**src/design/gst_pkg.sv**
```systemverilog
// Contract
// - Count wraps FFFFh to 0000h, sets flag
// - Interrupt needs enable, peripheral and global bits
// - Timer mode counts core clock divided four
// - Counter mode counts external rising edges
// - Rising edge counts only after falling edge
// - Prescale field divides by 1, 2, 4, 8
// - Prescaler hidden; count byte write clears it
// - Gate from pin or comparator output
// - Gate enable needed for any gate effect
// - Gated timer runs only while gate inactive; code runs it only while gate level after invert is high
// - Gate invert bit flips either gate source
// - Oscillator enable acts only without clock out
// - Sync bit matters only for external clock
// - Clock source bit picks external or internal
// - Asynchronous counter keeps counting during sleep
// - Count byte reads always return settled value
package gst_pkg;
	localparam int AXI_ADDR_W = 8;
	localparam logic [7:0] CNT_LO_OFFSET = 8'h00;
	localparam logic [7:0] CNT_HI_OFFSET = 8'h04;
	localparam logic [7:0] IRQ_OFFSET = 8'h08;
	localparam logic [7:0] CTRL_OFFSET = 8'h10;
	localparam logic [7:0] CFG_OFFSET = 8'h14;
	localparam logic [1:0] RESP_OKAY = 2'h0;
	localparam logic [1:0] RESP_SLVERR = 2'h2;

	localparam int IRQ_FLAG_BIT = 0;
	localparam int IRQ_IE_BIT = 1;
	localparam int IRQ_PERIPHERAL_INT_ENABLE_BIT = 6;
	localparam int IRQ_GIE_BIT = 7;
	localparam int CFG_GATE_SRC_BIT = 0;
	localparam int CFG_INTERNAL_OSCILLATOR_BIT = 1;

	localparam logic [15:0] COUNT_MAX = 16'hFFFF;
	localparam logic [15:0] COUNT_WRAP = 16'h0000;
	localparam logic [15:0] COUNT_STEP = 16'h0001;

	localparam int CORE_CLK_PERIOD_NS = 5;
	localparam int INSTR_DIV = 4;
	localparam logic [1:0] INSTR_LAST = 2'(INSTR_DIV - 1);

	localparam logic [1:0] PRESC_DIV1 = 2'h0;
	localparam logic [1:0] PRESC_DIV2 = 2'h1;
	localparam logic [1:0] PRESC_DIV4 = 2'h2;
	localparam logic [2:0] PRESC_MASK1 = 3'h0;
	localparam logic [2:0] PRESC_MASK2 = 3'h1;
	localparam logic [2:0] PRESC_MASK4 = 3'h3;
	localparam logic [2:0] PRESC_MASK8 = 3'h7;

	typedef struct packed {
		logic gateInvert;
		logic gateEnable;
		logic [1:0] prescaleSelect;
		logic lpOscEnable;
		logic extSyncDisable;
		logic clockSourceSelect;
		logic timerOn;
	} gst_ctrl_s;

	typedef struct packed {
		logic globalIntEnable;
		logic peripheralIntEnable;
		logic overflowIntEnable;
		logic overflowFlag;
	} gst_irq_s;

	typedef struct packed {
		logic intoscNoClkout;
		logic gateSourceSelect;
	} gst_cfg_s;

	localparam gst_ctrl_s CTRL_RESET = 8'h00;
	localparam gst_irq_s IRQ_RESET = 4'h0;
	localparam gst_cfg_s CFG_RESET = 2'h0;

	typedef enum logic {ARM_WAIT_FALL, ARM_READY} gst_arm_e;
endpackage

```
**src/design/gst_timer.sv**
```systemverilog
// The AXI4-Lite slave port was left to the implementer.
`timescale 1ns/1ps
module gst_timer
	import gst_pkg::*;
(
	input wire logic core_clk,
	input wire logic rst_n,
	input wire logic [AXI_ADDR_W-1:0] s_axi_awaddr,
	input wire logic s_axi_awvalid,
	output logic s_axi_awready,
	input wire logic [31:0] s_axi_wdata,
	input wire logic [3:0] s_axi_wstrb,
	input wire logic s_axi_wvalid,
	output logic s_axi_wready,
	output logic [1:0] s_axi_bresp,
	output logic s_axi_bvalid,
	input wire logic s_axi_bready,
	input wire logic [AXI_ADDR_W-1:0] s_axi_araddr,
	input wire logic s_axi_arvalid,
	output logic s_axi_arready,
	output logic [31:0] s_axi_rdata,
	output logic [1:0] s_axi_rresp,
	output logic s_axi_rvalid,
	input wire logic s_axi_rready,
	input wire logic extCountPin,
	input wire logic gatePin,
	input wire logic comparatorOutput,
	input wire logic lpOscClk,
	input wire logic sleepMode,
	output logic interruptReq,
	output logic wakeReq
);

	// Pin synchronisers: 0 count pin, 1 gate pin, 2 comparator, 3 osc
	logic [3:0] syncA, syncB, syncPrev;
	logic [3:0] next_syncA, next_syncB, next_syncPrev;

	always_comb begin
		next_syncA = {lpOscClk, comparatorOutput, gatePin, extCountPin};
		next_syncB = syncA;
		next_syncPrev = syncB;
	end

	// Bus state
	logic awHeld, wHeld, wLane, bValid, rValid, awReady, wReady, arReady;
	logic [AXI_ADDR_W-1:0] awAddr;
	logic [7:0] wByte;
	logic [1:0] bResp, rResp;
	logic [31:0] rData;
	logic next_awHeld, next_wHeld, next_wLane, next_bValid, next_rValid;
	logic next_awReady, next_wReady, next_arReady;
	logic [AXI_ADDR_W-1:0] next_awAddr;
	logic [7:0] next_wByte;
	logic [1:0] next_bResp, next_rResp;
	logic [31:0] next_rData;
	logic doWrite, wrLo, wrHi, wrIrq, wrCtrl, wrCfg, cntWrite;

	// Block state
	gst_ctrl_s ctrl, next_ctrl;
	gst_irq_s irqReg, next_irqReg;
	gst_cfg_s cfg, next_cfg;
	gst_arm_e armState, next_armState;
	logic [15:0] count, next_count;
	logic [1:0] divCnt, next_divCnt;
	logic next_interruptReq, next_wakeReq;

	logic useLp, extLevel, extPrev, extRise, extFall;
	logic instrTick, srcTick, gateLevel, gateOk, asyncMode, runOk;
	logic qualTick, countPulse, wrapNow;

	always_comb begin
		next_awHeld = awHeld;
		next_awAddr = awAddr;
		next_wHeld = wHeld;
		next_wByte = wByte;
		next_wLane = wLane;
		next_bValid = bValid;
		next_bResp = bResp;
		if (s_axi_awvalid && awReady) begin
			next_awHeld = 1'b1;
			next_awAddr = s_axi_awaddr;
		end
		if (s_axi_wvalid && wReady) begin
			next_wHeld = 1'b1;
			next_wByte = s_axi_wdata[7:0];
			next_wLane = s_axi_wstrb[0];
		end
		if (bValid && s_axi_bready) begin
			next_bValid = 1'b0;
		end
		doWrite = awHeld && wHeld && !bValid;
		wrLo = 1'b0;
		wrHi = 1'b0;
		wrIrq = 1'b0;
		wrCtrl = 1'b0;
		wrCfg = 1'b0;
		if (doWrite) begin
			next_awHeld = 1'b0;
			next_wHeld = 1'b0;
			next_bValid = 1'b1;
			next_bResp = RESP_OKAY;
			// Only lane 0 carries data; other lanes are accepted and dropped
			if (awAddr == CNT_LO_OFFSET) begin
				wrLo = wLane;
			end else if (awAddr == CNT_HI_OFFSET) begin
				wrHi = wLane;
			end else if (awAddr == IRQ_OFFSET) begin
				wrIrq = wLane;
			end else if (awAddr == CTRL_OFFSET) begin
				wrCtrl = wLane;
			end else if (awAddr == CFG_OFFSET) begin
				wrCfg = wLane;
			end else begin
				next_bResp = RESP_SLVERR;
			end
		end
		cntWrite = wrLo || wrHi;
		next_awReady = !next_awHeld && !next_bValid;
		next_wReady = !next_wHeld && !next_bValid;
	end

	always_comb begin
		next_rValid = rValid;
		next_rData = rData;
		next_rResp = rResp;
		if (rValid && s_axi_rready) begin
			next_rValid = 1'b0;
		end
		if (s_axi_arvalid && arReady) begin
			next_rValid = 1'b1;
			next_rResp = RESP_OKAY;
			next_rData = 32'h0000_0000;
			// Count lives in this clock domain, so a read is always settled
			if (s_axi_araddr == CNT_LO_OFFSET) begin
				next_rData[7:0] = count[7:0];
			end else if (s_axi_araddr == CNT_HI_OFFSET) begin
				next_rData[7:0] = count[15:8];
			end else if (s_axi_araddr == IRQ_OFFSET) begin
				next_rData[IRQ_FLAG_BIT] = irqReg.overflowFlag;
				next_rData[IRQ_IE_BIT] = irqReg.overflowIntEnable;
				next_rData[IRQ_PERIPHERAL_INT_ENABLE_BIT] = irqReg.peripheralIntEnable;
				next_rData[IRQ_GIE_BIT] = irqReg.globalIntEnable;
			end else if (s_axi_araddr == CTRL_OFFSET) begin
				next_rData[7:0] = ctrl;
			end else if (s_axi_araddr == CFG_OFFSET) begin
				next_rData[CFG_GATE_SRC_BIT] = cfg.gateSourceSelect;
				next_rData[CFG_INTERNAL_OSCILLATOR_BIT] = cfg.intoscNoClkout;
			end else begin
				next_rResp = RESP_SLVERR;
			end
		end
		// Derived from the answer, so it also rises on the first edge after reset
		next_arReady = !next_rValid;
	end

	// Count source, gate and edge arming
	always_comb begin
		next_divCnt = 2'(divCnt + 2'h1);
		instrTick = divCnt == INSTR_LAST;
		useLp = ctrl.lpOscEnable && cfg.intoscNoClkout;
		extLevel = useLp ? syncB[3] : syncB[0];
		extPrev = useLp ? syncPrev[3] : syncPrev[0];
		extRise = extLevel && !extPrev;
		extFall = !extLevel && extPrev;
		next_armState = armState;
		if (!ctrl.timerOn || !ctrl.clockSourceSelect) begin
			next_armState = ARM_WAIT_FALL;
		end else begin
			case (armState)
				ARM_WAIT_FALL: if (extFall) begin
					next_armState = ARM_READY;
				end
				default: next_armState = ARM_READY;
			endcase
		end
		if (ctrl.clockSourceSelect) begin
			srcTick = extRise && armState == ARM_READY;
		end else begin
			srcTick = instrTick;
		end
		gateLevel = (cfg.gateSourceSelect ? syncB[2] : syncB[1])
			^ ctrl.gateInvert;
		gateOk = !ctrl.gateEnable || gateLevel;
		asyncMode = ctrl.clockSourceSelect && ctrl.extSyncDisable;
		runOk = ctrl.timerOn && gateOk && (!sleepMode || asyncMode);
		qualTick = srcTick && runOk;
	end

	gst_prescaler u_prescaler (
		.core_clk(core_clk),
		.rst_n(rst_n),
		.tickIn(qualTick),
		.clear(cntWrite),
		.select(ctrl.prescaleSelect),
		.tickOut(countPulse)
	);

	always_comb begin
		next_count = count;
		next_ctrl = ctrl;
		next_cfg = cfg;
		next_irqReg = irqReg;
		wrapNow = countPulse && !cntWrite && count == COUNT_MAX;
		if (countPulse && !cntWrite) begin
			next_count = 16'(count + COUNT_STEP);
		end
		if (wrLo) begin
			next_count[7:0] = wByte;
		end
		if (wrHi) begin
			next_count[15:8] = wByte;
		end
		if (wrCtrl) begin
			next_ctrl = gst_ctrl_s'(wByte);
		end
		if (wrCfg) begin
			next_cfg.gateSourceSelect = wByte[CFG_GATE_SRC_BIT];
			next_cfg.intoscNoClkout = wByte[CFG_INTERNAL_OSCILLATOR_BIT];
		end
		if (wrIrq) begin
			next_irqReg.overflowFlag = wByte[IRQ_FLAG_BIT];
			next_irqReg.overflowIntEnable = wByte[IRQ_IE_BIT];
			next_irqReg.peripheralIntEnable = wByte[IRQ_PERIPHERAL_INT_ENABLE_BIT];
			next_irqReg.globalIntEnable = wByte[IRQ_GIE_BIT];
		end
		// A wrap in the clearing cycle still lands
		if (wrapNow) begin
			next_irqReg.overflowFlag = 1'b1;
		end
		next_wakeReq = irqReg.overflowFlag && irqReg.overflowIntEnable
			&& irqReg.peripheralIntEnable;
		next_interruptReq = next_wakeReq && irqReg.globalIntEnable;
	end

	always_ff @(posedge core_clk or negedge rst_n) begin
		if (!rst_n) begin
			syncA <= 4'h0;
			syncB <= 4'h0;
			syncPrev <= 4'h0;
			awHeld <= 1'b0;
			awAddr <= 8'h00;
			wHeld <= 1'b0;
			wByte <= 8'h00;
			wLane <= 1'b0;
			bValid <= 1'b0;
			bResp <= RESP_OKAY;
			awReady <= 1'b0;
			wReady <= 1'b0;
			arReady <= 1'b0;
			rValid <= 1'b0;
			rData <= 32'h0000_0000;
			rResp <= RESP_OKAY;
			ctrl <= CTRL_RESET;
			cfg <= CFG_RESET;
			irqReg <= IRQ_RESET;
			armState <= ARM_WAIT_FALL;
			count <= COUNT_WRAP;
			divCnt <= 2'h0;
			interruptReq <= 1'b0;
			wakeReq <= 1'b0;
		end else begin
			syncA <= next_syncA;
			syncB <= next_syncB;
			syncPrev <= next_syncPrev;
			awHeld <= next_awHeld;
			awAddr <= next_awAddr;
			wHeld <= next_wHeld;
			wByte <= next_wByte;
			wLane <= next_wLane;
			bValid <= next_bValid;
			bResp <= next_bResp;
			awReady <= next_awReady;
			wReady <= next_wReady;
			arReady <= next_arReady;
			rValid <= next_rValid;
			rData <= next_rData;
			rResp <= next_rResp;
			ctrl <= next_ctrl;
			cfg <= next_cfg;
			irqReg <= next_irqReg;
			armState <= next_armState;
			count <= next_count;
			divCnt <= next_divCnt;
			interruptReq <= next_interruptReq;
			wakeReq <= next_wakeReq;
		end
	end

	always_comb begin
		s_axi_awready = awReady;
		s_axi_wready = wReady;
		s_axi_bvalid = bValid;
		s_axi_bresp = bResp;
		s_axi_arready = arReady;
		s_axi_rvalid = rValid;
		s_axi_rdata = rData;
		s_axi_rresp = rResp;
	end
endmodule // gst_timer

```
**src/design/gst_prescaler.sv**
```systemverilog
`timescale 1ns/1ps
module gst_prescaler
	import gst_pkg::*;
(
	input wire logic core_clk,
	input wire logic rst_n,
	input wire logic tickIn,
	input wire logic clear,
	input wire logic [1:0] select,
	output logic tickOut
);
	logic [2:0] cnt;
	logic [2:0] next_cnt;
	logic [2:0] mask;

	always_comb begin
		case (select)
			PRESC_DIV1: mask = PRESC_MASK1;
			PRESC_DIV2: mask = PRESC_MASK2;
			PRESC_DIV4: mask = PRESC_MASK4;
			default: mask = PRESC_MASK8;
		endcase
		// Free-running count: low bits all ones marks every 2^n-th tick
		tickOut = tickIn && !clear && ((cnt & mask) == mask);
		next_cnt = cnt;
		if (clear) begin
			next_cnt = 3'h0;
		end else if (tickIn) begin
			next_cnt = 3'(cnt + 3'h1);
		end
	end

	always_ff @(posedge core_clk or negedge rst_n) begin
		if (!rst_n) begin
			cnt <= 3'h0;
		end else begin
			cnt <= next_cnt;
		end
	end
endmodule // gst_prescaler

```
**config.mk**
```make
export PLATFORM = sky130hd
export DESIGN_NAME = gst_timer
export DESIGN_NICKNAME = d
export VERILOG_FILES = /design/src/design/gst_pkg.sv /design/src/design/gst_timer.sv /design/src/design/gst_prescaler.sv
export SDC_FILE = /design/constraint.sdc
export NUM_CORES = 1
export LEC_CHECK = 0
export BUFFER_PORTS_ARGS = -buffer_cell sky130_fd_sc_hd__buf_4
export CAP_MARGIN = 10
export CORE_ASPECT_RATIO = 0.7
export CORE_MARGIN = 4
export CORE_UTILIZATION = 53
export CTS_BUF_LIST = sky130_fd_sc_hd__clkbuf_4 sky130_fd_sc_hd__clkbuf_8 sky130_fd_sc_hd__clkbuf_16
export DETAILED_ROUTE_END_ITERATION = 12
export HOLD_SLACK_MARGIN = 0.05
export PLACE_DENSITY = 0.84
export SYNTH_ARGS = -nofsm -noshare
export SYNTH_HDL_FRONTEND = slang
export SYNTH_SLANG_ARGS = --single-unit
```
**constraint.sdc**
```tcl
create_clock -name core_clk -period 2.8 [get_ports core_clk]
set_input_delay 0.14 -clock core_clk [delete_from_list [all_inputs] [get_ports core_clk]]
set_output_delay 0.14 -clock core_clk [all_outputs]
set_load 0.05 [all_outputs]
```
==> results of run 1 <==
==> cells by family (layout without fill, tap and decap cells) <==
| logic type | Yosys count | in the layout | synth area share (%) |
|---|---|---|---|
| AOI/OAI and AO/OA | 64 | 64 | 11.7 |
| xor gates and xnor gates | 3 | 3 | 0.640 |
| adders and majority gates | 3 | 3 | 0.915 |
| buffers and inverters | 50 | 110 | 7.53 |
| DFF | 82 | 82 | 50.0 |
| muxes | 49 | 49 | 13.0 |
| other | 1 | 26 | 0.0914 |
| and+or+nand+nor | 105 | 105 | 16.1 |
==> through the flow <==
step / total power [mW] / instance area [µm²] / hold slack, ns
2_1_floorplan: 2.27 / 4200 / -0.156
3_3_place_gp: 2.47 / 4480 / 0.249
3_5_place_dp: 2.52 / 4480 / 0.251
4_1_cts: 3.39 / 4940 / 0.148
5_1_grt: 3.57 / 4940 / 0.177
6_report: 3.40 / 4940 / 0.169
==> cell usage after synthesis, types with 3 or more instances <==
cell / number / area, µm²
dfrtp_1: 82 / 2050
mux2_2: 31 / 349
buf_4: 28 / 210
nand2_1: 21 / 78.8
nor2_1: 18 / 67.6
mux2i_1: 17 / 170
o21ai_0: 12 / 60.1
a221o_1: 11 / 110
and3_1: 10 / 62.6
a21oi_1: 9 / 45.0
inv_1: 9 / 33.8
clkbuf_1: 7 / 26.3
nand3_1: 7 / 35.0
nor3b_1: 7 / 52.6
nor2b_1: 6 / 37.5
nor4_1: 6 / 37.5
o31ai_1: 6 / 45.0
a22oi_1: 5 / 37.5
a21o_1: 4 / 30.0
buf_2: 4 / 20.0
nand2b_1: 4 / 25.0
nor3_1: 4 / 20.0
and2_1: 3 / 18.8
ha_1: 3 / 37.5
o311ai_0: 3 / 26.3
==> worst register-to-register path: stages (launching register included) <==
cell,delay [ns]
dfrtp_1,0.35
ha_1,0.13
nor2b_1,0.13
o221ai_1,0.20
a211oi_4,0.41
nand3b_4,0.32
buf_4,0.31
mux2i_1,0.14
a221o_1,0.30
==> cell usage in the layout (no fill, tap or decap), types with 3 or more instances in the layout <==
cell	Yosys	routed
a21o_1	4	4
a21oi_1	9	9
a221o_1	11	11
a22oi_1	5	5
and2_1	3	3
and3_1	10	10
buf_4	28	58
clkbuf_8	0	10
conb_1	1	26
dfrtp_1	82	82
dlygate4sd3_1	0	26
ha_1	3	3
inv_1	9	9
mux2_2	31	31
mux2i_1	17	17
nand2_1	21	21
nand2b_1	4	4
nand3_1	7	7
nor2_1	18	18
nor2b_1	6	6
nor3_1	4	4
nor3b_1	7	7
nor4_1	6	6
o21ai_0	12	12
o311ai_0	3	3
o31ai_1	6	6
==> per-layer routing <==
layer / vias up / track usage (%) / share of wire [%]
li1: 1420 / - / -
met1: 1493 / 28.1 / 42
met2: 120 / 35.0 / 48
met3: 15 / 6.77 / 8.7
met4: 0 / 6.36 / 1.2
met5: - / 0 / 0
==> timing repair <==
item	CTS	global route
hold endpoints to repair	108	0
gates resized for setup	0	0
hold buffers	26	0
==> state kept, by name (all words and copies together) (netlist names), 2 cells and up <==
register and cells:
syncPrev 2, divCnt 2, u_prescaler.cnt 3, wByte 8, next_syncPrev 4, ctrl 8, irqReg 4, s_axi_rdata 8
count 16, awAddr 8, cfg 2, next_syncB 4
==> cell type report <==
cell class	count	share of cell area (%)
Clock buffer	10	2.79
Clock inverter	6	1.17
Inverter	10	0.760
Multi-Input combinational cell	250	37.2
Sequential cell	82	41.5
Tap cell	98	2.48
Timing Repair Buffer	84	14.1
==> power groups by stage <==
stage,combinational [mW],sequential (mW),clock [mW]
final,0.767,1.77,0.863
after global routing,0.838,1.80,0.932
after CTS,0.763,1.76,0.861
after detailed placement,0.732,1.78,0
after global placement,0.699,1.77,0
after floorplan,0.561,1.71,0
==> worst max-delay path by stage <==
| stage | end | slack (ns) |
|---|---|---|
| 5_1_grt | count[10] | 0.21 |
| 6_report | count[10] | 0.38 |
| 2_1_floorplan | count[7] | 0.60 |
| 3_3_place_gp | count[15] | 0.47 |
| 3_5_place_dp | count[10] | 0.42 |
| 4_1_cts | count[10] | 0.40 |
==> summary.txt, run 1 <==
Outcome
  • Outcome: completed

Worst setup path
  • Crit-path cells: ha_1 -> nor2b_1 -> o221ai_1 -> a211oi_4 -> nand3b_4 -> buf_4 -> mux2i_1 -> a221o_1
  • Critical Path Source Type: flip-flop
  • Worst r2r path cells: 8
  • WP depth: 8
  • R2r startpoint: divCnt[0]
  • CP max-delay cell: a211oi_4
  • CP Launch Point: divCnt[0]
  • CP arrival: approximately 2.7 ns
  • Kind of end point of the critical path: flip-flop
  • Worst EP required: about 3.1 ns
  • R2R setup slack: approximately 0.38 ns
  • Critical path peak fanout: 22
  • Reg2reg end: count[10]
  • Buf/Inv on CP: 1
  • Crit-path max cell delay: between 0.4 and 0.5 ns
  • Crit path kind: reg -> reg
  • Top delay family on crit path: compound AO/OA/AOI/OAI gates

Pwr
  • Int Pwr: 2.14 mW
  • Total net switching power: 1.26 mW
  • Clock power share: roughly a quarter
  • Sw Ratio: ~37%
  • Reg power frac: roughly 52%
  • Comb power frac: 22.5%
  • Worst IR Drop VDD: 0.516 mV
  • Pwr per Cell Area: approximately 690 nW/µm²
  • Lkg Pwr: between 2 and 2.5 nW

Timing
  • Worst clock skew: approximately 0.015 ns
  • Worst-Margin Slew: between 1 and 1.5 ns
  • Share of the clock period used by the worst path: ~86%
  • Slew Limit Fails: 0
  • Final setup margin: approximately 0.38 ns
  • Final hold vios: 0
  • RSZ-0062 raised after global routing: no
  • Setup_tns: 0 ns
  • Setup violators final: 0
  • Max Freq: slightly above 0.4 GHz
  • Fin crit period: ~2.4 ns
  • Rel. slew slack: ~32%

Yosys
  • Synthesized instance count: approximately 360
  • #FFs+latches synth: 82
  • Syn Area/Cell: 11.5 µm²
  • Async S/R FF share, synth: 100%
  • Synth Cell Area: approximately 4000 µm²
  • Synth cell types: between 50 and 60
  • Top_reg_cell synth: dfrtp_1
  • Post-synth EDFFs: 0
  • Seq/Total Area, Yosys: between 50% and 60%
  • Yosys warnings: 0

Die
  • Die area: 9240 µm²
  • # IOs: between 100 and 150
  • Die Height: approximately 82 µm
  • Die width: roughly 110 µm
  • Core Area: 7420 µm²
  • Site Rows: 26
  • Initial Util: between 50% and 60%

Placed design
  • I/O Buffers: 53
  • Routability congestion estimate from global placement: 0.833
  • HPWL after DPL: between 6000 and 7000 µm
  • Dpl cells: approximately 500
  • Post-Place Worst Slack: 0.419 ns

Cells and area
  • Non-Filler Instances: 540
  • Fillers: roughly 560
  • N_diodes: 0
  • Synth-to-Final Area Change: 20.4%
  • Area occupied by multi-input gates: ~1800 µm²
  • Fraction of layout instances using a drive strength above 1: 26.5%
  • Storage cell area: around 2000 µm²
  • Total Nets Final: 504
  • Finished Core Util: about two thirds

Clock tree
  • Root Driver: clkbuf_8
  • Reg clk slew, reported paths: roughly 0.09 ns
  • CTS Buf Count: 9
  • H-tree levels: 3
  • Maximum clock insertion buffer count: 2
  • Clock latency on the worst-skew pair: 0.38 ns
  • Clock Sink Count: 82
  • TritonCTS clock tree: done
  • Buffer count from post-CTS setup fixing: 0

Route
  • Post-Route WL: between 9000 and 10000 µm
  • DRT antenna net count: 0
  • DRC violations left: 0
  • DR iter-0 viols: 242
  • Vias: approximately 3000
  • Drt via density: roughly 5.6
  • 1st-pass router iterations: 5
  • WL/cell: approximately 17 µm

Hold path
  • Worst min-delay path class: in -> reg
  • Hold Startpoint: s_axi_araddr[5]
  • Hold depth: 3
  • Hold Path End: s_axi_rdata[0]

Global route
  • Vias in the first global route: 3052
  • Maximum number of pins on one net before global-route repair: a little over 80
  • First-pass GRT wire length: between 15000 and 20000 µm
  • Total GRT Usage: 21.5%
  • Initial antenna violation count: 0
  • Total grt overflow: 0

Flow run
  • Max Cap Viol: 0
(Power assumes the default switching activity.)
==> run 2: changes to the inputs <==
--- a/config.mk
+++ b/config.mk
@@ -11,9 +11,11 @@
 export CORE_MARGIN = 4
 export CORE_UTILIZATION = 53
 export CTS_BUF_LIST = sky130_fd_sc_hd__clkbuf_4 sky130_fd_sc_hd__clkbuf_8 sky130_fd_sc_hd__clkbuf_16
+export CTS_CLUSTER_SIZE = 20
 export DETAILED_ROUTE_END_ITERATION = 12
 export HOLD_SLACK_MARGIN = 0.05
 export PLACE_DENSITY = 0.84
 export SYNTH_ARGS = -nofsm -noshare
 export SYNTH_HDL_FRONTEND = slang
+export SYNTH_HIERARCHICAL = 1
 export SYNTH_SLANG_ARGS = --single-unit
==> run 2 against run 1 <==
  * Total power grew 10%
  * Via count grew 2.1%
  * Combinational power grew 29%
  * Sequential power is essentially flat
  * Highest routed layer unchanged
==> summary.txt, run 2 <==
Die
  • Site Rows: 26 (unchanged)
  • Die area: 9090 µm² (was 9240 µm²)
  • Initial Util: 54.8% (was 55.3%)
  • # IOs: 107 (unchanged)
  • Die Height: 81.0 µm (was 81.6 µm)
  • Die width: 112 µm (was 113 µm)
  • Core Area: 7350 µm² (was 7420 µm²)

Global route
  • Maximum number of pins on one net before global-route repair: 83 (unchanged)
  • Total GRT Usage: 22.1% (was 21.5%)
  • First-pass GRT wire length: 15700 µm (was 15300 µm)
  • Vias in the first global route: 3094 (was 3052)
  • Initial antenna violation count: 0 (unchanged)
  • Total grt overflow: 0 (unchanged)

Timing
  • Final hold vios: 0 (unchanged)
  • Rel. slew slack: 32.2% (was 32.4%)
  • Hold Slack: 0.188 ns (was 0.169 ns)
  • Worst clock skew: 0.0111 ns (was 0.0147 ns)
  • Final setup margin: 0.0713 ns (was 0.381 ns)
  • Slew Limit Fails: 0 (unchanged)
  • Worst-Margin Slew: 1.02 ns (was 1.01 ns)
  • RSZ-0062 raised after global routing: yes (was no)
  • Fin crit period: 2.73 ns (was 2.42 ns)
  • Max Freq: 0.366 GHz (was 0.413 GHz)
  • Share of the clock period used by the worst path: 97.5% (was 86.4%)
  • Setup violators final: 0 (unchanged)

Cells and area
  • Commonest non-fill, non-tap cells in the layout: dfrtp_1, buf_4, nand2_1 (was dfrtp_1, buf_4, mux2_2)
  • N_diodes: 0 (unchanged)
  • Synth-to-Final Area Change: 24.7% (was 20.4%)
  • Non-Filler Instances: 567 (was 540)
  • Fillers: 529 (was 563)
  • Fraction of layout instances using a drive strength above 1: 28.4% (was 26.5%)
  • Top reg by flops: count (unchanged)
  • Commonest non-fill, non-tap cell in the layout: dfrtp_1 (unchanged)
  • Finished Core Util: 68.4% (was 66.6%)
  • Total Nets Final: 531 (was 504)
  • Design Area, Final: 5030 µm² (was 4940 µm²)
  • Max reg flops: 16 (unchanged)

Pwr
  • Lkg Pwr: 2.37 nW (was 2.33 nW)
  • Pwr per Cell Area: 748 nW/µm² (was 689 nW/µm²)
  • Worst IR Drop VDD: 0.742 mV (was 0.516 mV)

Route
  • DRT antenna net count: 0 (unchanged)
  • 1st-pass router iterations: 5 (unchanged)
  • DRC violations left: 0 (unchanged)
  • Drt via density: 5.49 (was 5.64)
  • WL/cell: 16.6 µm (was 17.2 µm)
  • Post-Route WL: 9400 µm (was 9300 µm)
  • DR iter-0 viols: 248 (was 242)
  • Vias: 3111 (was 3048)

Yosys
  • Post-synth EDFFs: 0 (unchanged)
  • Synthesized instance count: 373 (was 357)
  • Syn Area/Cell: 10.8 µm² (was 11.5 µm²)
  • Synth cell count leaders: dfrtp_1, nand2_1, mux2_2 (was dfrtp_1, mux2_2, buf_4)
  • Top_reg_cell synth: dfrtp_1 (unchanged)
  • Top-area cell type share of the netlist area: 50.9% (was 50.0%)
  • #FFs+latches synth: 82 (unchanged)
  • Async S/R FF share, synth: 100% (unchanged)
  • Area leader, netlist: dfrtp_1 (unchanged)
  • Count leader, synth: dfrtp_1 (unchanged)
  • Seq/Total Area, Yosys: 50.9% (was 50.0%)
  • Synth Cell Area: 4030 µm² (was 4100 µm²)
  • Synth cell types: 59 (was 57)
  • Ranking of synthesized cells by area: dfrtp_1, mux2_2, buf_4, nand2_1, o21ai_0 (was dfrtp_1, mux2_2, buf_4, mux2i_1, a221o_1)
  • Yosys warnings: 6 (was 0)

Flow run
  • Max Cap Viol: 0 (unchanged)

Clock tree
  • Root Driver: clkbuf_8 (unchanged)
  • CTS Buf Count: 9 (unchanged)
  • Maximum clock insertion buffer count: 2 (unchanged)
  • Clock Sink Count: 82 (unchanged)
  • Clock latency on the worst-skew pair: 0.36 ns (was 0.38 ns)
  • Reg clk slew, reported paths: 0.08 ns (was 0.09 ns)
  • TritonCTS clock tree: done (unchanged)
  • H-tree levels: 3 (unchanged)

Worst setup path
  • Critical Path Source Type: flip-flop (unchanged)
  • CP arrival: 2.96 ns (was 2.67 ns)
  • R2R setup slack: 0.07 ns (was 0.38 ns)
  • Critical path peak fanout: 7 (was 22)
  • Crit-path max cell delay: 0.54 ns (was 0.41 ns)
  • Worst EP required: 3.03 ns (was 3.06 ns)
  • Crit path kind: reg -> reg (unchanged)
  • Top cell by count, worst path: buf_4
  • CP max-delay cell: or4_4 (was a211oi_4)
  • Crit-path cells: or4_4 -> or2_4 -> nor3_4 -> nor2b_1 -> o21ai_1 -> a21oi_2 -> o41a_1 -> buf_4 -> buf_4 -> a21o_1 -> a221o_1 (was ha_1 -> nor2b_1 -> o221ai_1 -> a211oi_4 -> nand3b_4 -> buf_4 -> mux2i_1 -> a221o_1)
  • Kind of end point of the critical path: flip-flop (unchanged)

Placed design
  • Post-Place Worst Slack: -0.0361 ns (was 0.419 ns)
  • HPWL after DPL: 6590 µm (was 6440 µm)
  • I/O Buffers: 53 (unchanged)
  • Dpl cells: 523 (was 498)
  • Placed cell area: 4480 µm² (unchanged)
  • Routability congestion estimate from global placement: 0.917 (was 0.833)

Outcome
  • Outcome: completed (unchanged)

Hold path
  • Worst min-delay path class: in -> reg (unchanged)
-- run 2: cell types whose count changed after synthesis, sizes merged, moves of 6 or more --
cell   previous run  this run
o21ai            12        28
a221o            11         1
a21oi             9        19
inv              10        16
nand2            21        38
-- run 2: critical path: cells and delay by family (launching register included) --
| family | cells | cell delay (ns) |
|---|---|---|
| buffers and inverters | 2 | 0.35 |
| AOI/OAI and AO/OA | 5 | 0.76 |
| DFF | 1 | 0.39 |
| and+or+nand+nor | 4 | 1.11 |
-- run 2: repair_timing --
item,4_1_cts,5_1_grt
buffers inserted,3,0
hold endpoints to repair,107,0
pin swaps,0,1
hold buffers,25,0
gates resized for setup,0,7
endpoints found under the setup margin,11,16
-- run 2: path summary, 6_finish.rpt --
| path | to | startpoint | cells past startpoint |
|---|---|---|---|
| min in group asynchronous | count[0] | rst_n | 2 |
| max in group asynchronous | next_syncB[3] | rst_n | 2 |
| max | count[5] | awAddr[0] | 11 |
| min | s_axi_rdata[3] | s_axi_araddr[3] | 4 |
| max reg2reg | count[5] | awAddr[0] | 11 |
| min reg2reg | next_syncPrev[3] | next_syncB[3] | 0 |
-- run 2: cells by family (layout without fill, tap and decap cells) --
logic type	after synthesis	count (layout)	share of synthesized area, %
AOI/OAI and AO/OA	74	74	11.9
xor gates and xnor gates	6	6	1.30
adders and majority gates	3	3	0.931
buffers and inverters	53	124	7.70
DFF	82	82	50.9
muxes	45	45	12.2
other	1	26	0.0930
and+or+nand+nor	109	109	15.0
-- run 2: per-layer routing --
metal	vias up	wire (µm)	track usage [%]
li1	1454	-	-
met1	1495	4000	30.6
met2	150	4380	35.2
met3	12	903	5.29
met4	0	106	6.24
met5	-	0	0
-- run 2: power breakdown --
part	internal [mW]	switching, mW	total [mW]
Sequential	1.45	0.345	1.79
Combinational	0.414	0.573	0.987
Clock	0.527	0.452	0.979
Total	2.39	1.37	3.76
-- run 2: metrics by stage --
stage / power, mW / setup TNS (ns)
after floorplan: 2.39 / 0
after global placement: 2.68 / 0
after detailed placement: 2.73 / -0.0488
after CTS: 3.75 / 0
after global routing: 3.96 / -0.0127
final: 3.76 / 0
-- run 2: area by class of cell --
cell class	instances	area (µm²)	share of cell area [%]
inverter	16	60.1	1.19
timing repair buffer	92	753	15.0
clock inverter	6	97.6	1.94
multi-input combinational	263	1810	36.0
tap	98	123	2.44
sequential	82	2050	40.8
clock buffer	10	131	2.61
==> run 3: changes to the inputs <==
--- a/config.mk
+++ b/config.mk
@@ -7,9 +7,11 @@
 export LEC_CHECK = 0
 export BUFFER_PORTS_ARGS = -buffer_cell sky130_fd_sc_hd__buf_4
 export CAP_MARGIN = 10
+export CELL_PAD_IN_SITES_DETAIL_PLACEMENT = 1
+export CELL_PAD_IN_SITES_GLOBAL_PLACEMENT = 2
 export CORE_ASPECT_RATIO = 0.7
 export CORE_MARGIN = 4
-export CORE_UTILIZATION = 53
+export CORE_UTILIZATION = 33
 export CTS_BUF_LIST = sky130_fd_sc_hd__clkbuf_4 sky130_fd_sc_hd__clkbuf_8 sky130_fd_sc_hd__clkbuf_16
 export CTS_CLUSTER_SIZE = 20
 export DETAILED_ROUTE_END_ITERATION = 12
==> run 3 against run 2 <==
  * The flow now finishes with violations (negative setup slack)
  * Critical path depth did not move
  * Worst setup slack got worse by 0.18 ns
  * Design area rose by 4.3%
  * Non-clock buffer count rose by 4
  * Register-to-register slack got worse by 0.18 ns
  * Hold slack improved by 0.014 ns
  * Largest cell class unchanged
  * Global-route usage fell by 5.6 points
  * Fmax fell by 6.3%
  * Sequential cell count did not move
  * First-iteration DRC count fell by 21%
  * Utilization fell by 24 points
  * Clock power rose by 24%
==> summary.txt, run 3 (synthesized netlist as in run 2, its figures left out) <==
Outcome
  • Failing checks: negative setup slack
  • Outcome: finished with violations (was completed)

Worst setup path
  • Critical path peak fanout: 7 (unchanged)
  • CP max-delay cell: dfrtp_1 (was or4_4)
  • Worst EP required: 3.03 ns (about the same)
  • R2r startpoint: ctrl[3] (was awAddr[0])
  • CP arrival: 3.14 ns (was 2.96 ns)
  • Critical Path Source Type: flip-flop (unchanged)
  • CP Launch Point: ctrl[3] (was awAddr[0])
  • Kind of end point of the critical path: flip-flop (unchanged)
  • Crit-path max cell delay: 0.42 ns (was 0.54 ns)
  • Crit-path cells: nand2_2 -> mux2i_1 -> a31oi_1 -> a2111oi_2 -> nor2b_2 -> o21ai_2 -> a21oi_2 -> o41a_1 -> nand4_1 -> xnor2_1 -> mux2_4 (was or4_4 -> or2_4 -> nor3_4 -> nor2b_1 -> o21ai_1 -> a21oi_2 -> o41a_1 -> buf_4 -> buf_4 -> a21o_1 -> a221o_1)
  • Crit path kind: reg -> reg (unchanged)

Route
  • DRC violations left: 0 (unchanged)
  • DRT antenna net count: 0 (unchanged)
  • WL/cell: 17.4 µm (was 16.6 µm)
  • DR iter-0 viols: 196 (was 248)
  • 1st-pass router iterations: 4 (was 5)
  • Vias: 3147 (was 3111)
  • Post-Route WL: 11000 µm (was 9400 µm)
  • Drt via density: 5.00 (was 5.49)

Global route
  • Initial antenna violation count: 0 (unchanged)
  • Total grt overflow: 0 (unchanged)
  • First-pass GRT wire length: 18100 µm (was 15700 µm)
  • Vias in the first global route: 3271 (was 3094)
  • Maximum number of pins on one net before global-route repair: 83 (unchanged)
  • Total GRT Usage: 16.5% (was 22.1%)

Cells and area
  • Finished Core Util: 44.4% (was 68.4%)
  • Commonest non-fill, non-tap cell in the layout: dfrtp_1 (unchanged)
  • Top reg by flops: count (unchanged)
  • Synth-to-Final Area Change: 30.0% (was 24.7%)
  • Total Nets Final: 535 (was 531)
  • Commonest non-fill, non-tap cells in the layout: dfrtp_1, buf_4, nand2_1 (unchanged)
  • Fraction of layout instances using a drive strength above 1: 31.7% (was 28.4%)
  • Max reg flops: 16 (unchanged)
  • N_diodes: 0 (unchanged)
  • Design Area, Final: 5240 µm² (was 5030 µm²)

Die
  • Site Rows: 33 (was 26)
  • Die area: 14100 µm² (was 9090 µm²)
  • Core Area: 11800 µm² (was 7350 µm²)
  • # IOs: 107 (unchanged)
  • Die width: 140 µm (was 112 µm)
  • Die Height: 100 µm (was 81.0 µm)
  • Initial Util: 34.1% (was 54.8%)

Pwr
  • Pwr per Cell Area: 773 nW/µm² (was 748 nW/µm²)
  • Worst IR Drop VDD: 0.410 mV (was 0.742 mV)
  • Lkg Pwr: 2.42 nW (was 2.37 nW)
  • Reg power frac: 45.3% (was 47.7%)
  • Sw Ratio: 36.4% (about the same)
  • Clock power share: 29.9% (was 26.0%)
  • Int Pwr: 2.58 mW (was 2.39 mW)
  • Comb power frac: 24.9% (was 26.3%)
  • Tot Pwr: 4.05 mW (was 3.76 mW)
  • Total net switching power: 1.47 mW (was 1.37 mW)

Timing
  • Fin crit period: 2.91 ns (was 2.73 ns)
  • Final hold vios: 0 (unchanged)
  • Worst-Margin Slew: 1.05 ns (was 1.02 ns)
  • Setup violators final: 7 (was 0)
  • RSZ-0062 raised after global routing: yes (unchanged)
  • Max Freq: 0.344 GHz (was 0.366 GHz)
  • Worst clock skew: 0.00696 ns (was 0.0111 ns)
  • Final setup margin: -0.111 ns (was 0.0713 ns)
  • Share of the clock period used by the worst path: 104% (was 97.5%)
  • Slew Limit Fails: 0 (unchanged)
  • Rel. slew slack: 29.9% (was 32.2%)

Clock tree
  • H-tree levels: 3 (unchanged)
  • Root Driver: clkbuf_16 (was clkbuf_8)
  • CTS Buf Count: 9 (unchanged)
  • Maximum clock insertion buffer count: 2 (unchanged)
  • Clock latency on the worst-skew pair: 0.35 ns (was 0.36 ns)
  • Clock Sink Count: 82 (unchanged)
  • Reg clk slew, reported paths: 0.07 ns (was 0.08 ns)
  • TritonCTS clock tree: done (unchanged)

Placed design
  • Placed cell area: 4600 µm² (was 4480 µm²)
  • Routability congestion estimate from global placement: 0.841 (was 0.917)
  • Post-Place Worst Slack: -0.118 ns (was -0.0361 ns)
  • HPWL after DPL: 7770 µm (was 6590 µm)
  • I/O Buffers: 53 (unchanged)

Flow run
  • Max Cap Viol: 0 (unchanged)

Hold path
  • Hold Startpoint: s_axi_araddr[2] (was s_axi_araddr[3])
  • Worst min-delay path class: in -> reg (unchanged)
run 3: cell types whose count changed in the layout (fill, tap and decap cells not counted), moves of 3 or more:
cell	previous run	this run
buf_4	67	70
clkbuf_16	0	9
nand2_1	38	35
o21ai_0	26	19
o21ai_2	0	6
clkbuf_8	9	0
run 3: critical path: cells and delay by family, from the launching register on:
kind | cells | cell delay, ns
AND/OR/NAND/NOR | 3 | 0.51
multiplexers | 2 | 0.50
XOR/XNOR | 1 | 0.17
flip-flops | 1 | 0.42
AO/OA/AOI/OAI | 5 | 1.18
run 3: final cells by class:
| type | instances | area [µm²] |
|---|---|---|
| inverter | 16 | 60.1 |
| fill | 1305 | 6570 |
| clock buffer | 9 | 225 |
| multi-input combinational | 263 | 1850 |
| clock inverter | 7 | 73.8 |
| sequential | 82 | 2050 |
| timing repair buffer | 96 | 787 |
| tap | 157 | 196 |
run 3: metrics by stage:
stage               hold WS [ns]  instances  TNS, ns
floorplan                 -0.156        398        0
global placement           0.249        587        0
detailed placement         0.252        587   -0.496
CTS                        0.195        629        0
global route               0.245        630    -2.74
finish                     0.203        630   -0.416
run 3: path summary, 6_finish.rpt:
| path | to | slack, ns | depth (start not counted) |
|---|---|---|---|
| worst max-delay path | count[12] | -0.11 | 11 |
| min in group asynchronous | s_axi_rdata[2] | 0.50 | 2 |
| worst min register to register | next_syncPrev[0] | 0.35 | 0 |
| worst min-delay path | s_axi_rdata[2] | 0.20 | 4 |
| worst max register to register | count[12] | -0.11 | 11 |
| max in group asynchronous | count[8] | 1.59 | 2 |
run 3: what timing repair did:
action | CTS | global route
buffers inserted | 1 | 1
resized for setup | 2 | 26
pin swaps | 1 | 20
setup endpoints to repair | 13 | 16
hold buffers | 25 | 0
hold endpoints to repair | 107 | 0
run 3: layer usage:
metal / global-route usage (%) / vias to the layer above / share of wire, %
li1: - / 1465 / -
met1: 23.5 / 1590 / 47
met2: 24.6 / 76 / 46
met3: 4.17 / 16 / 5.3
met4: 5.58 / 0 / 1.7
met5: 0 / - / 0
run 3: power groups by stage:
stage	Combinational, mW	Clock (mW)	Sequential, mW
after floorplan	0.586	0	1.80
after global placement	0.917	0	1.80
after detailed placement	0.955	0	1.83
after CTS	0.987	1.25	1.81
after global routing	1.10	1.31	1.88
final	1.01	1.21	1.83
